## src/asle_pkg.sv

```systemverilog
package asle_pkg;

  ////////////////////////////////////////////////////////////////////////////
  // Timing
  localparam int unsigned CLK_HZ = 50_000_000;
  localparam int unsigned CYC_PER_MS = CLK_HZ / 1000;
  localparam int unsigned WL_ERR_HALF_MS = 200;
  localparam int unsigned WL_LINK_HALF_MS = 150;
  localparam int unsigned MP_OFF_HALF_MS = 500;
  localparam int unsigned WARN_HALF_MS = 500;
  localparam int unsigned WL_ERR_HALF_CYC = WL_ERR_HALF_MS * CYC_PER_MS;
  localparam int unsigned WL_LINK_HALF_CYC = WL_LINK_HALF_MS * CYC_PER_MS;
  localparam int unsigned MP_OFF_HALF_CYC = MP_OFF_HALF_MS * CYC_PER_MS;
  localparam int unsigned WARN_HALF_CYC = WARN_HALF_MS * CYC_PER_MS;
  localparam int CNT_W = 25;

  ////////////////////////////////////////////////////////////////////////////
  // Carriers
  typedef struct packed {
    logic green;
    logic red;
  } asle_bicolor_s;

  typedef struct packed {
    logic critical;
    logic overheat;
    logic board_temp;
    logic overvolt;
    logic regen;
    logic fan_fail;
    logic undervolt;
  } asle_fault_s;

  typedef struct packed {
    logic fan;
    logic cap;
    logic relay;
  } asle_warn_s;

  // Code lamps: bit 0 first, bit 1 second, bit 2 third
  localparam logic [2:0] CODE_UNDERVOLT = 3'h1;
  localparam logic [2:0] CODE_FAN_FAIL = 3'h2;
  localparam logic [2:0] CODE_REGEN = 3'h4;
  localparam logic [2:0] CODE_OVERVOLT = 3'h3;
  localparam logic [2:0] CODE_BOARD_TEMP = 3'h5;
  localparam logic [2:0] CODE_OVERHEAT = 3'h6;
  localparam logic [2:0] CODE_ALL = 3'h7;

  localparam asle_bicolor_s LAMP_BOTH = '{green: 1'b1, red: 1'b1};
  localparam asle_bicolor_s LAMP_DARK = '{green: 1'b0, red: 1'b0};

endpackage

```

## src/asle_blink.sv

```systemverilog
`timescale 1ns/1ps
module asle_blink #(
  parameter int unsigned HALF = 10
) (
  input wire logic clock_i,
  input wire logic sys_rst_i,
  output logic blink_o
);

  typedef struct packed {
    logic [asle_pkg::CNT_W-1:0] cnt;
    logic blink;
  } asle_blink_st_s;

  // Cut to the counter width on purpose; HALF always fits the counter
  localparam int unsigned LAST_I = HALF - 1;
  localparam logic [asle_pkg::CNT_W-1:0] LAST = LAST_I[asle_pkg::CNT_W-1:0];

  asle_blink_st_s st_ff;
  asle_blink_st_s nxt_st;

  // Equal on and off halves of HALF cycles each
  always_comb begin
    nxt_st = st_ff;
    if (st_ff.cnt == LAST) begin
      nxt_st.cnt = '0;
      nxt_st.blink = ~st_ff.blink;
    end else begin
      nxt_st.cnt = st_ff.cnt + 1'b1;
    end
  end

  always_ff @(posedge clock_i or posedge sys_rst_i) begin
    if (sys_rst_i) begin
      st_ff <= '0;
    end else begin
      st_ff <= nxt_st;
    end
  end

  assign blink_o = st_ff.blink;
endmodule

```

## src/asle_lamp_encoder.sv

```systemverilog
`timescale 1ns/1ps
module asle_lamp_encoder #(
  parameter int unsigned MP_OFF_HALF = asle_pkg::MP_OFF_HALF_CYC,
  parameter int unsigned WL_ERR_HALF = asle_pkg::WL_ERR_HALF_CYC,
  parameter int unsigned WL_LINK_HALF = asle_pkg::WL_LINK_HALF_CYC,
  parameter int unsigned WARN_HALF = asle_pkg::WARN_HALF_CYC
) (
  input wire logic clock_i,
  input wire logic sys_rst_i,
  input wire logic init_i,
  input wire logic motor_power_on_i,
  input wire logic wl_connected_i,
  input wire logic wl_hw_error_i,
  input wire asle_pkg::asle_warn_s warn_i,
  input wire asle_pkg::asle_fault_s fault_i,
  output asle_pkg::asle_bicolor_s motor_supply_lamp_o,
  output asle_pkg::asle_bicolor_s wireless_lamp_o,
  output logic fault_lamp_o,
  output logic code_lamp_first_o,
  output logic code_lamp_second_o,
  output logic code_lamp_third_o,
  output logic fault_output_o,
  output logic drive_power_on_o
);

  typedef struct packed {
    asle_pkg::asle_bicolor_s mp;
    asle_pkg::asle_bicolor_s wl;
    logic fault_lamp;
    logic [2:0] code;
    logic fault_out;
    logic drive_on;
  } asle_st_s;

  // Power-on reset shows the initialising pattern with drive off
  localparam asle_st_s RST_ST = '{
    mp: asle_pkg::LAMP_BOTH,
    wl: asle_pkg::LAMP_BOTH,
    fault_lamp: 1'b1,
    code: asle_pkg::CODE_ALL,
    fault_out: 1'b0,
    drive_on: 1'b0
  };

  asle_st_s st_ff;
  asle_st_s nxt_st;
  logic mp_blink;
  logic err_blink;
  logic link_blink;
  logic warn_blink;
  logic any_fault;

  ////////////////////////////////////////////////////////////////////////////
  // Blink sources, free running so lamps share phase

  asle_blink #(.HALF(MP_OFF_HALF)) u_mp_blink (
    .clock_i(clock_i),
    .sys_rst_i(sys_rst_i),
    .blink_o(mp_blink)
  );

  asle_blink #(.HALF(WL_ERR_HALF)) u_err_blink (
    .clock_i(clock_i),
    .sys_rst_i(sys_rst_i),
    .blink_o(err_blink)
  );

  asle_blink #(.HALF(WL_LINK_HALF)) u_link_blink (
    .clock_i(clock_i),
    .sys_rst_i(sys_rst_i),
    .blink_o(link_blink)
  );

  asle_blink #(.HALF(WARN_HALF)) u_warn_blink (
    .clock_i(clock_i),
    .sys_rst_i(sys_rst_i),
    .blink_o(warn_blink)
  );

  ////////////////////////////////////////////////////////////////////////////
  // Next state

  assign any_fault = |fault_i;

  always_comb begin
    nxt_st = st_ff;
    if (init_i) begin
      nxt_st.mp = asle_pkg::LAMP_BOTH;
      nxt_st.wl = asle_pkg::LAMP_BOTH;
      nxt_st.fault_lamp = 1'b1;
      nxt_st.code = asle_pkg::CODE_ALL;
      nxt_st.fault_out = 1'b0;
      nxt_st.drive_on = 1'b0;
    end else begin
      nxt_st.mp.green = motor_power_on_i | mp_blink;
      nxt_st.mp.red = 1'b0;
      if (wl_hw_error_i) begin
        nxt_st.wl.green = 1'b0;
        nxt_st.wl.red = err_blink;
      end else if (wl_connected_i) begin
        nxt_st.wl.green = link_blink;
        nxt_st.wl.red = 1'b0;
      end else begin
        nxt_st.wl = asle_pkg::LAMP_DARK;
      end
      // Break contact opens on any fault
      nxt_st.fault_out = ~any_fault;
      nxt_st.fault_lamp = any_fault;
      // Undervoltage alone keeps drive power; the rest cut it
      nxt_st.drive_on = ~|(fault_i & ~7'h01);
      // Most severe fault wins when several are present
      if (fault_i.critical) begin
        nxt_st.code = asle_pkg::CODE_ALL;
      end else if (fault_i.overheat) begin
        nxt_st.code = asle_pkg::CODE_OVERHEAT;
      end else if (fault_i.board_temp) begin
        nxt_st.code = asle_pkg::CODE_BOARD_TEMP;
      end else if (fault_i.overvolt) begin
        nxt_st.code = asle_pkg::CODE_OVERVOLT;
      end else if (fault_i.regen) begin
        nxt_st.code = asle_pkg::CODE_REGEN;
      end else if (fault_i.fan_fail) begin
        nxt_st.code = asle_pkg::CODE_FAN_FAIL;
      end else if (fault_i.undervolt) begin
        nxt_st.code = asle_pkg::CODE_UNDERVOLT;
      end else begin
        nxt_st.code = warn_i & {3{warn_blink}};
      end
    end
  end

  always_ff @(posedge clock_i or posedge sys_rst_i) begin
    if (sys_rst_i) begin
      st_ff <= RST_ST;
    end else begin
      st_ff <= nxt_st;
    end
  end

  assign motor_supply_lamp_o = st_ff.mp;
  assign wireless_lamp_o = st_ff.wl;
  assign fault_lamp_o = st_ff.fault_lamp;
  assign code_lamp_first_o = st_ff.code[0];
  assign code_lamp_second_o = st_ff.code[1];
  assign code_lamp_third_o = st_ff.code[2];
  assign fault_output_o = st_ff.fault_out;
  assign drive_power_on_o = st_ff.drive_on;
endmodule

```

## config.mk

```make
export PLATFORM = sky130hd
export DESIGN_NAME = asle_lamp_encoder
export DESIGN_NICKNAME = d
export VERILOG_FILES = /design/src/asle_pkg.sv /design/src/asle_blink.sv /design/src/asle_lamp_encoder.sv
export SDC_FILE = /design/constraint.sdc
export NUM_CORES = 1
export LEC_CHECK = 0
export BUFFER_PORTS_ARGS = -buffer_cell sky130_fd_sc_hd__buf_2
export CORE_MARGIN = 2
export CORE_UTILIZATION = 50
export CTS_CLUSTER_SIZE = 20
export DETAILED_ROUTE_END_ITERATION = 12
export PLACE_DENSITY_LB_ADDON = 0.15
export SLEW_MARGIN = 20
export SYNTH_ARGS = -nofsm -noshare
export SYNTH_HDL_FRONTEND = slang
export SYNTH_SLANG_ARGS = --single-unit
```

## constraint.sdc

```tcl
create_clock -name clock_i -period 9.5 [get_ports clock_i]
set_clock_uncertainty 0.15 [all_clocks]
set_input_delay 1.425 -clock clock_i [delete_from_list [all_inputs] [get_ports clock_i]]
set_output_delay 1.425 -clock clock_i [all_outputs]
set_load 0.01 [all_outputs]
```

* After elaboration in Yosys (flattened, before gate mapping)
Index checks and enable logic that the tools add are counted.
** Storage, ports and cells
- Word-level logic and storage cells :: 48
- Register bits :: 114
- Bits in read-only memories :: 0
- Latch bits :: 0
- Memories :: 0
- Memory bits (writable) :: 0
- Input bits :: 16
** Operators by class
- Muxes and demuxes :: 14
- Eq/ne operators :: 4
- Bitwise logic cells :: 7
- Multipliers :: 0
- Divide/modulo/power cells :: 0
- Shifts and indexed selects :: 0
- Reduce and logical (&&, ||, !) cells :: 3
- $lt $le $gt $ge :: 0
- Add/subtract/negate cells :: 4
** Operators by type and width (count)
- 25-bit by 1-bit adder with 25-bit output (second input constant) :: 4
- 25-bit 2-to-1 mux :: 4
- 25-bit == test (second input constant) :: 2
- 25-bit by 23-bit == test with 1-bit output (second input constant) :: 1
- 25-bit by 24-bit == test with 1-bit output (second input constant) :: 1
- 3-bit 2-to-1 mux :: 7
- 10-bit 2-to-1 mux :: 1
- 7-bit OR reduction :: 1
- 6-bit OR reduction :: 1
- 1-bit inverter :: 5
- 2-bit 2-to-1 mux :: 2
- 3-bit bitwise AND :: 1
- 1-bit zero test :: 1
- 1-bit OR :: 1

* Depth between registers and ports, before layout
- Depth in word-level cells :: 9
- Depth in mapped cells :: 7
- Gate-level depth less buffers :: 6

* Hierarchy
A second synthesis with hierarchy kept.
** Second synthesis, totals
- Cell total of the unflattened synthesis :: 534
- Area, all modules :: 5600.4 µm²
** Modules (own cells, without submodules)
- asle_blink at u_mp_blink ... :: instances 2, cells each 128, area each 1313.8 µm², seq. area each 650.6 µm²
- asle_blink at u_err_blink ... :: instances 2, cells each 123, area each 1277.5 µm², seq. area each 650.6 µm²
- asle_lamp_encoder :: instances 1, cells each 32, area each 417.9 µm², seq. area each 260.2 µm²

* Worst setup path after synthesis
OpenSTA, ideal clock, no wires.
- Path kind :: input-to-reg
- Start point :: in fault_i[1] (netlist bit)
- End point :: reg st_ff, in the netlist fault_lamp_o
- Library setup time :: 0.077 ns
- Setup slack :: 7.365 ns
- Arrival time :: 1.908 ns
- Data required time :: 9.273 ns
- Stages on the path :: 4
- Path through :: nor4_1 > nand2_1 > nor2_1 > inv_1
** RTL lines
- from (decl) :: RTL line asle_lamp_encoder.sv:15 : input wire asle_pkg::asle_fault_s fault_i,
- to (signal assigned) :: RTL line asle_lamp_encoder.sv:136 : st_ff <= nxt_st;
- to (decl) :: RTL line asle_lamp_encoder.sv:45 : asle_st_s st_ff;

* Final worst setup path
- Start point :: reg st_ff, in the netlist code_lamp_third_o
- End point :: out code_lamp_third_o
** RTL lines
- to (decl) :: RTL line asle_lamp_encoder.sv:21 : output logic code_lamp_third_o,
No word-level cell between the ends.

==> metrics list <==
* Status: complete, no violations
- Worst Setup Slack post-DPL: 6.48 ns
* Setup crit end kind: output port
- Ratio of final minimum period to clock period: 28.9%
- Number of hold-slack violations in the final timing report: 0
- Critical path launch point type: flop
* Number of buffers inserted during clock tree synthesis: 17
- In this run the tightest slew margin relative to its limit is 47.2%.
- Row generation in the floorplan step produced 37 rows.
* Fraction of layout instances using a drive strength above 1: 13.4%
- The largest individual stage delay along the critical path comes from the cell sky130_fd_sc_hd__dfstp_2.
* Leakage power: 2.78 nW
- Worst EP required: 7.93 ns
- Destination of the worst register-to-register timing path: u_warn_blink.st_ff[23]$_DFF_PP0_
- Measured in cells, the most critical reg-to-reg path has a length of 5.
* Period minus WS final: 2.75 ns
* Mean instance size in the synthesized netlist: 10.5 um^2
- By area the synthesized netlist is led by sky130_fd_sc_hd__dfrtp_1 51%, sky130_fd_sc_hd__xor2_1 7.7%, sky130_fd_sc_hd__xnor2_1 5.5%, sky130_fd_sc_hd__nor2_1 4.5%, sky130_fd_sc_hd__dfstp_2 4.0%.
- At the pin with the least slew margin, the transition time is 0.792 ns.
- Count of distinct cell types in the synthesized netlist: 44
- The commonest cells after synthesis are 106 x sky130_fd_sc_hd__dfrtp_1, 62 x sky130_fd_sc_hd__nor2_1, 46 x sky130_fd_sc_hd__xor2_1, 38 x sky130_fd_sc_hd__nand3_1.
* Number of setup violations in the final report: 0
- The floorplan step set the die width to 106 um.
* Largest fanout on the critical path: 1
- Initial detailed-routing violation count: 171
- TritonCTS built the clock tree.
* Detailed-route wire length on metal 1: 4.85 mm
- The first global-routing pass estimated 17.6 mm of wire.
- Worst hold path class: flop to flop
- The cell count after synthesis came out at 494.
- Fin. max-slew vios: 0
- For this configuration, the core starts out at a cell density of 50.9%.
- DRC violation count after routing: 0
- Hold repair after CTS inserted 0 buffers.
- CTS placed an instance of sky130_fd_sc_hd__clkbuf_8 at the clock tree root.
* Leading area contributor after synthesis: sky130_fd_sc_hd__dfrtp_1
* Overall power consumption: 1.08 mW
- In the detailed route, the total length drawn on met3 is 375 um.
* Maximum clock frequency: 0.364 GHz
- Worst Min Path Start: u_mp_blink.blink_o$_DFFE_PP0N_
- Summed over all layers, the global routing overflow is 0.
* Area of the placeable core: 0.0102 mm^2
- Antenna violations before repair: 0
* Most common flop cell mapped by yosys: sky130_fd_sc_hd__dfrtp_1
- Maximum buffer depth of the clock tree: 2
- Crit path cell chain: buf_2
- The clock reaches the later pin of the worst-skew pair after 0.51 ns.
- The floorplan step defined a die boundary enclosing 0.0113 mm^2.
* Power Density: 178 mW/mm^2
- Input and output buffers added on the ports amount to 25.
- Reg-to-reg startpoint: u_warn_blink.st_ff[9]$_DFF_PP0_
* Final weighted congestion in routability-driven placement: 0.822
- In the post-route analysis, the smallest setup slack over all paths is 6.75 ns.
- Final Net Count: 553
- The H-tree was split into 4 levels.
- After clock tree synthesis, the setup repair step added 0 buffers.
- In this run the number of cells on the critical path is 1.
- At the worst endpoint, the arrival time is 1.18 ns.
- Clock-pin slew was measured on the worst setup and hold paths at 0.05 ns.
- Number of global-route vias before repair: 3720
- WS Path Type: flop to output port
- The path with the worst hold slack has its endpoint at u_mp_blink.blink_o$_DFFE_PP0N_.
- Post-detailed-route wirelength per cell: 14.6 um
* Routed length on met2: 4.62 mm
- Highest ir drop seen on vdd: 0.000121 V
* Unrepaired setup endpoints after global routing: false
- Entering global routing, the biggest net connects 66 pins.
* Synthesis-to-layout area growth: 15.7%
* Final routed wirelength across all metal layers: 9.95 mm
- Summing all placed instances gives a cell area of 0.00549 mm^2.
- Global routing used 19.7% of the available tracks.
* Number of instances resized during post-cts repair: 0
- Synthesis produced a netlist with a net count of 514.
- Buf+Inv Stages, Crit Path: 1
- The count of nets left with antenna violations once routing finished came out at 0.
- First-pass DRT Iterations: 4
- Hold Path Stages: 1
* Cell area after layout: 0.00603 mm^2
* R2R setup slack: 7.19 ns
* Cell with the most instances after synthesis: sky130_fd_sc_hd__dfrtp_1
* Crit path max-delay family: flip-flops
- Sequential-to-total area share from yosys stat: 54.9%
- Setup TNS: 0 ns
- Max stage delay on crit path: 0.54 ns
* Die boundary height: 106 um
- In this run the cell area of the synthesized design comes to 0.00521 mm^2.
- The synthesized design contains 114 register bits.
* Clock sink count: 114
- Count of warnings emitted by yosys: 0
- The number of antenna diodes in the final layout is 0.
* Top-area cell type share of the netlist area: 50.9%
- Max-cap violations in this run came to 0.
* Average vias per placed instance: 5.38
- Counting flops with a built-in enable in the synthesized netlist gives 0.
- Detailed placement finished with a half-perimeter wire length of 6.76 mm.
- The final route contains 3668 vias.
- Number of I/O pins: 26
* Uppermost metal layer occupied by signal nets: met4
- In the synthesized netlist the async set-or-reset flop fraction comes to 100%.
## metrics by stage
stage | utilization, % | hold slack [ns] | std cells
after floorplan | - | 0.286 | 494
after global placement | 53.7 | 0.303 | 650
after detailed placement | 53.7 | 0.307 | 650
after CTS | 58.9 | 0.316 | 682
after global routing | 58.9 | 0.348 | 682
final | 58.9 | 0.315 | 682
## sequential cells by signal (all words and copies together) (netlist names)
signal	flops
u_err_blink.st_ff	25
u_link_blink.st_ff	25
u_mp_blink.st_ff	25
u_warn_blink.st_ff	25
motor_supply_lamp_o	2
wireless_lamp_o	2
code_lamp_first_o	1
code_lamp_second_o	1
code_lamp_third_o	1
drive_power_on_o	1
fault_lamp_o	1
fault_output_o	1
u_err_blink.blink_o	1
u_link_blink.blink_o	1
u_mp_blink.blink_o	1
u_warn_blink.blink_o	1
## how the worst max path moves through the flow
stage	endpoint	startpoint
2_1_floorplan	drive_power_on_o$_DFF_PP0_	sys_rst_i
3_3_place_gp	u_mp_blink.st_ff[14]$_DFF_PP0_	sys_rst_i
3_5_place_dp	u_err_blink.st_ff[20]$_DFF_PP0_	sys_rst_i
4_1_cts	code_lamp_third_o	code_lamp_third_o$_DFF_PP1_
5_1_grt	code_lamp_third_o	code_lamp_third_o$_DFF_PP1_
6_report	code_lamp_third_o	code_lamp_third_o$_DFF_PP1_
## report_power, final
group          leakage [nW]  internal, mW  switching (mW)
clock                 0.269         0.364           0.204
combinational          1.00       0.00458          0.0142
sequential             1.51         0.489        0.000490
## cells by family (layout without fill, tap and decap cells)
| logic type | after synthesis | in the layout | share of synthesized area (%) |
|---|---|---|---|
| AND/OR/NAND/NOR | 245 | 245 | 25.0 |
| flip-flops | 114 | 114 | 54.9 |
| XOR/XNOR | 79 | 79 | 13.3 |
| AO/OA/AOI/OAI | 28 | 28 | 3.17 |
| buffers and inverters | 20 | 72 | 1.78 |
| adder cells (fa/ha/maj) | 4 | 4 | 0.961 |
| multiplexers | 4 | 4 | 0.864 |
## per-layer routing
metal | up-vias | GRT usage, %
met2 | 56 | 30.3
met4 | 0 | 7.05
met3 | 10 | 4.66
met1 | 1784 | 27.6
li1 | 1818 | -
met5 | - | 0
## cells in the final DEF, fill, tap and decap left out, types with 8 or more instances in the layout
cell type | netlist | layout
sky130_fd_sc_hd__clkbuf_16 | 0 | 16
sky130_fd_sc_hd__dfrtp_1 | 106 | 106
sky130_fd_sc_hd__nand2_1 | 33 | 33
sky130_fd_sc_hd__inv_1 | 11 | 10
sky130_fd_sc_hd__nand3_1 | 38 | 38
sky130_fd_sc_hd__o21ai_0 | 14 | 14
sky130_fd_sc_hd__and3_1 | 16 | 16
sky130_fd_sc_hd__xor2_1 | 46 | 46
sky130_fd_sc_hd__nor2_1 | 62 | 62
sky130_fd_sc_hd__nor3_1 | 12 | 12
sky130_fd_sc_hd__nor4_1 | 13 | 12
sky130_fd_sc_hd__xnor2_1 | 33 | 33
sky130_fd_sc_hd__nand4_1 | 30 | 30
sky130_fd_sc_hd__buf_2 | 4 | 25
sky130_fd_sc_hd__dfstp_2 | 8 | 8
## cell type report
cell class	count	area (um^2)
sequential	114	2860
timing repair buffer	29	155
clock inverter	7	60.1
inverter	11	43.8
clock buffer	25	474
fill	872	4200
tap	136	170
multi-input combinational	360	2260
(Power assumes the default switching activity.)
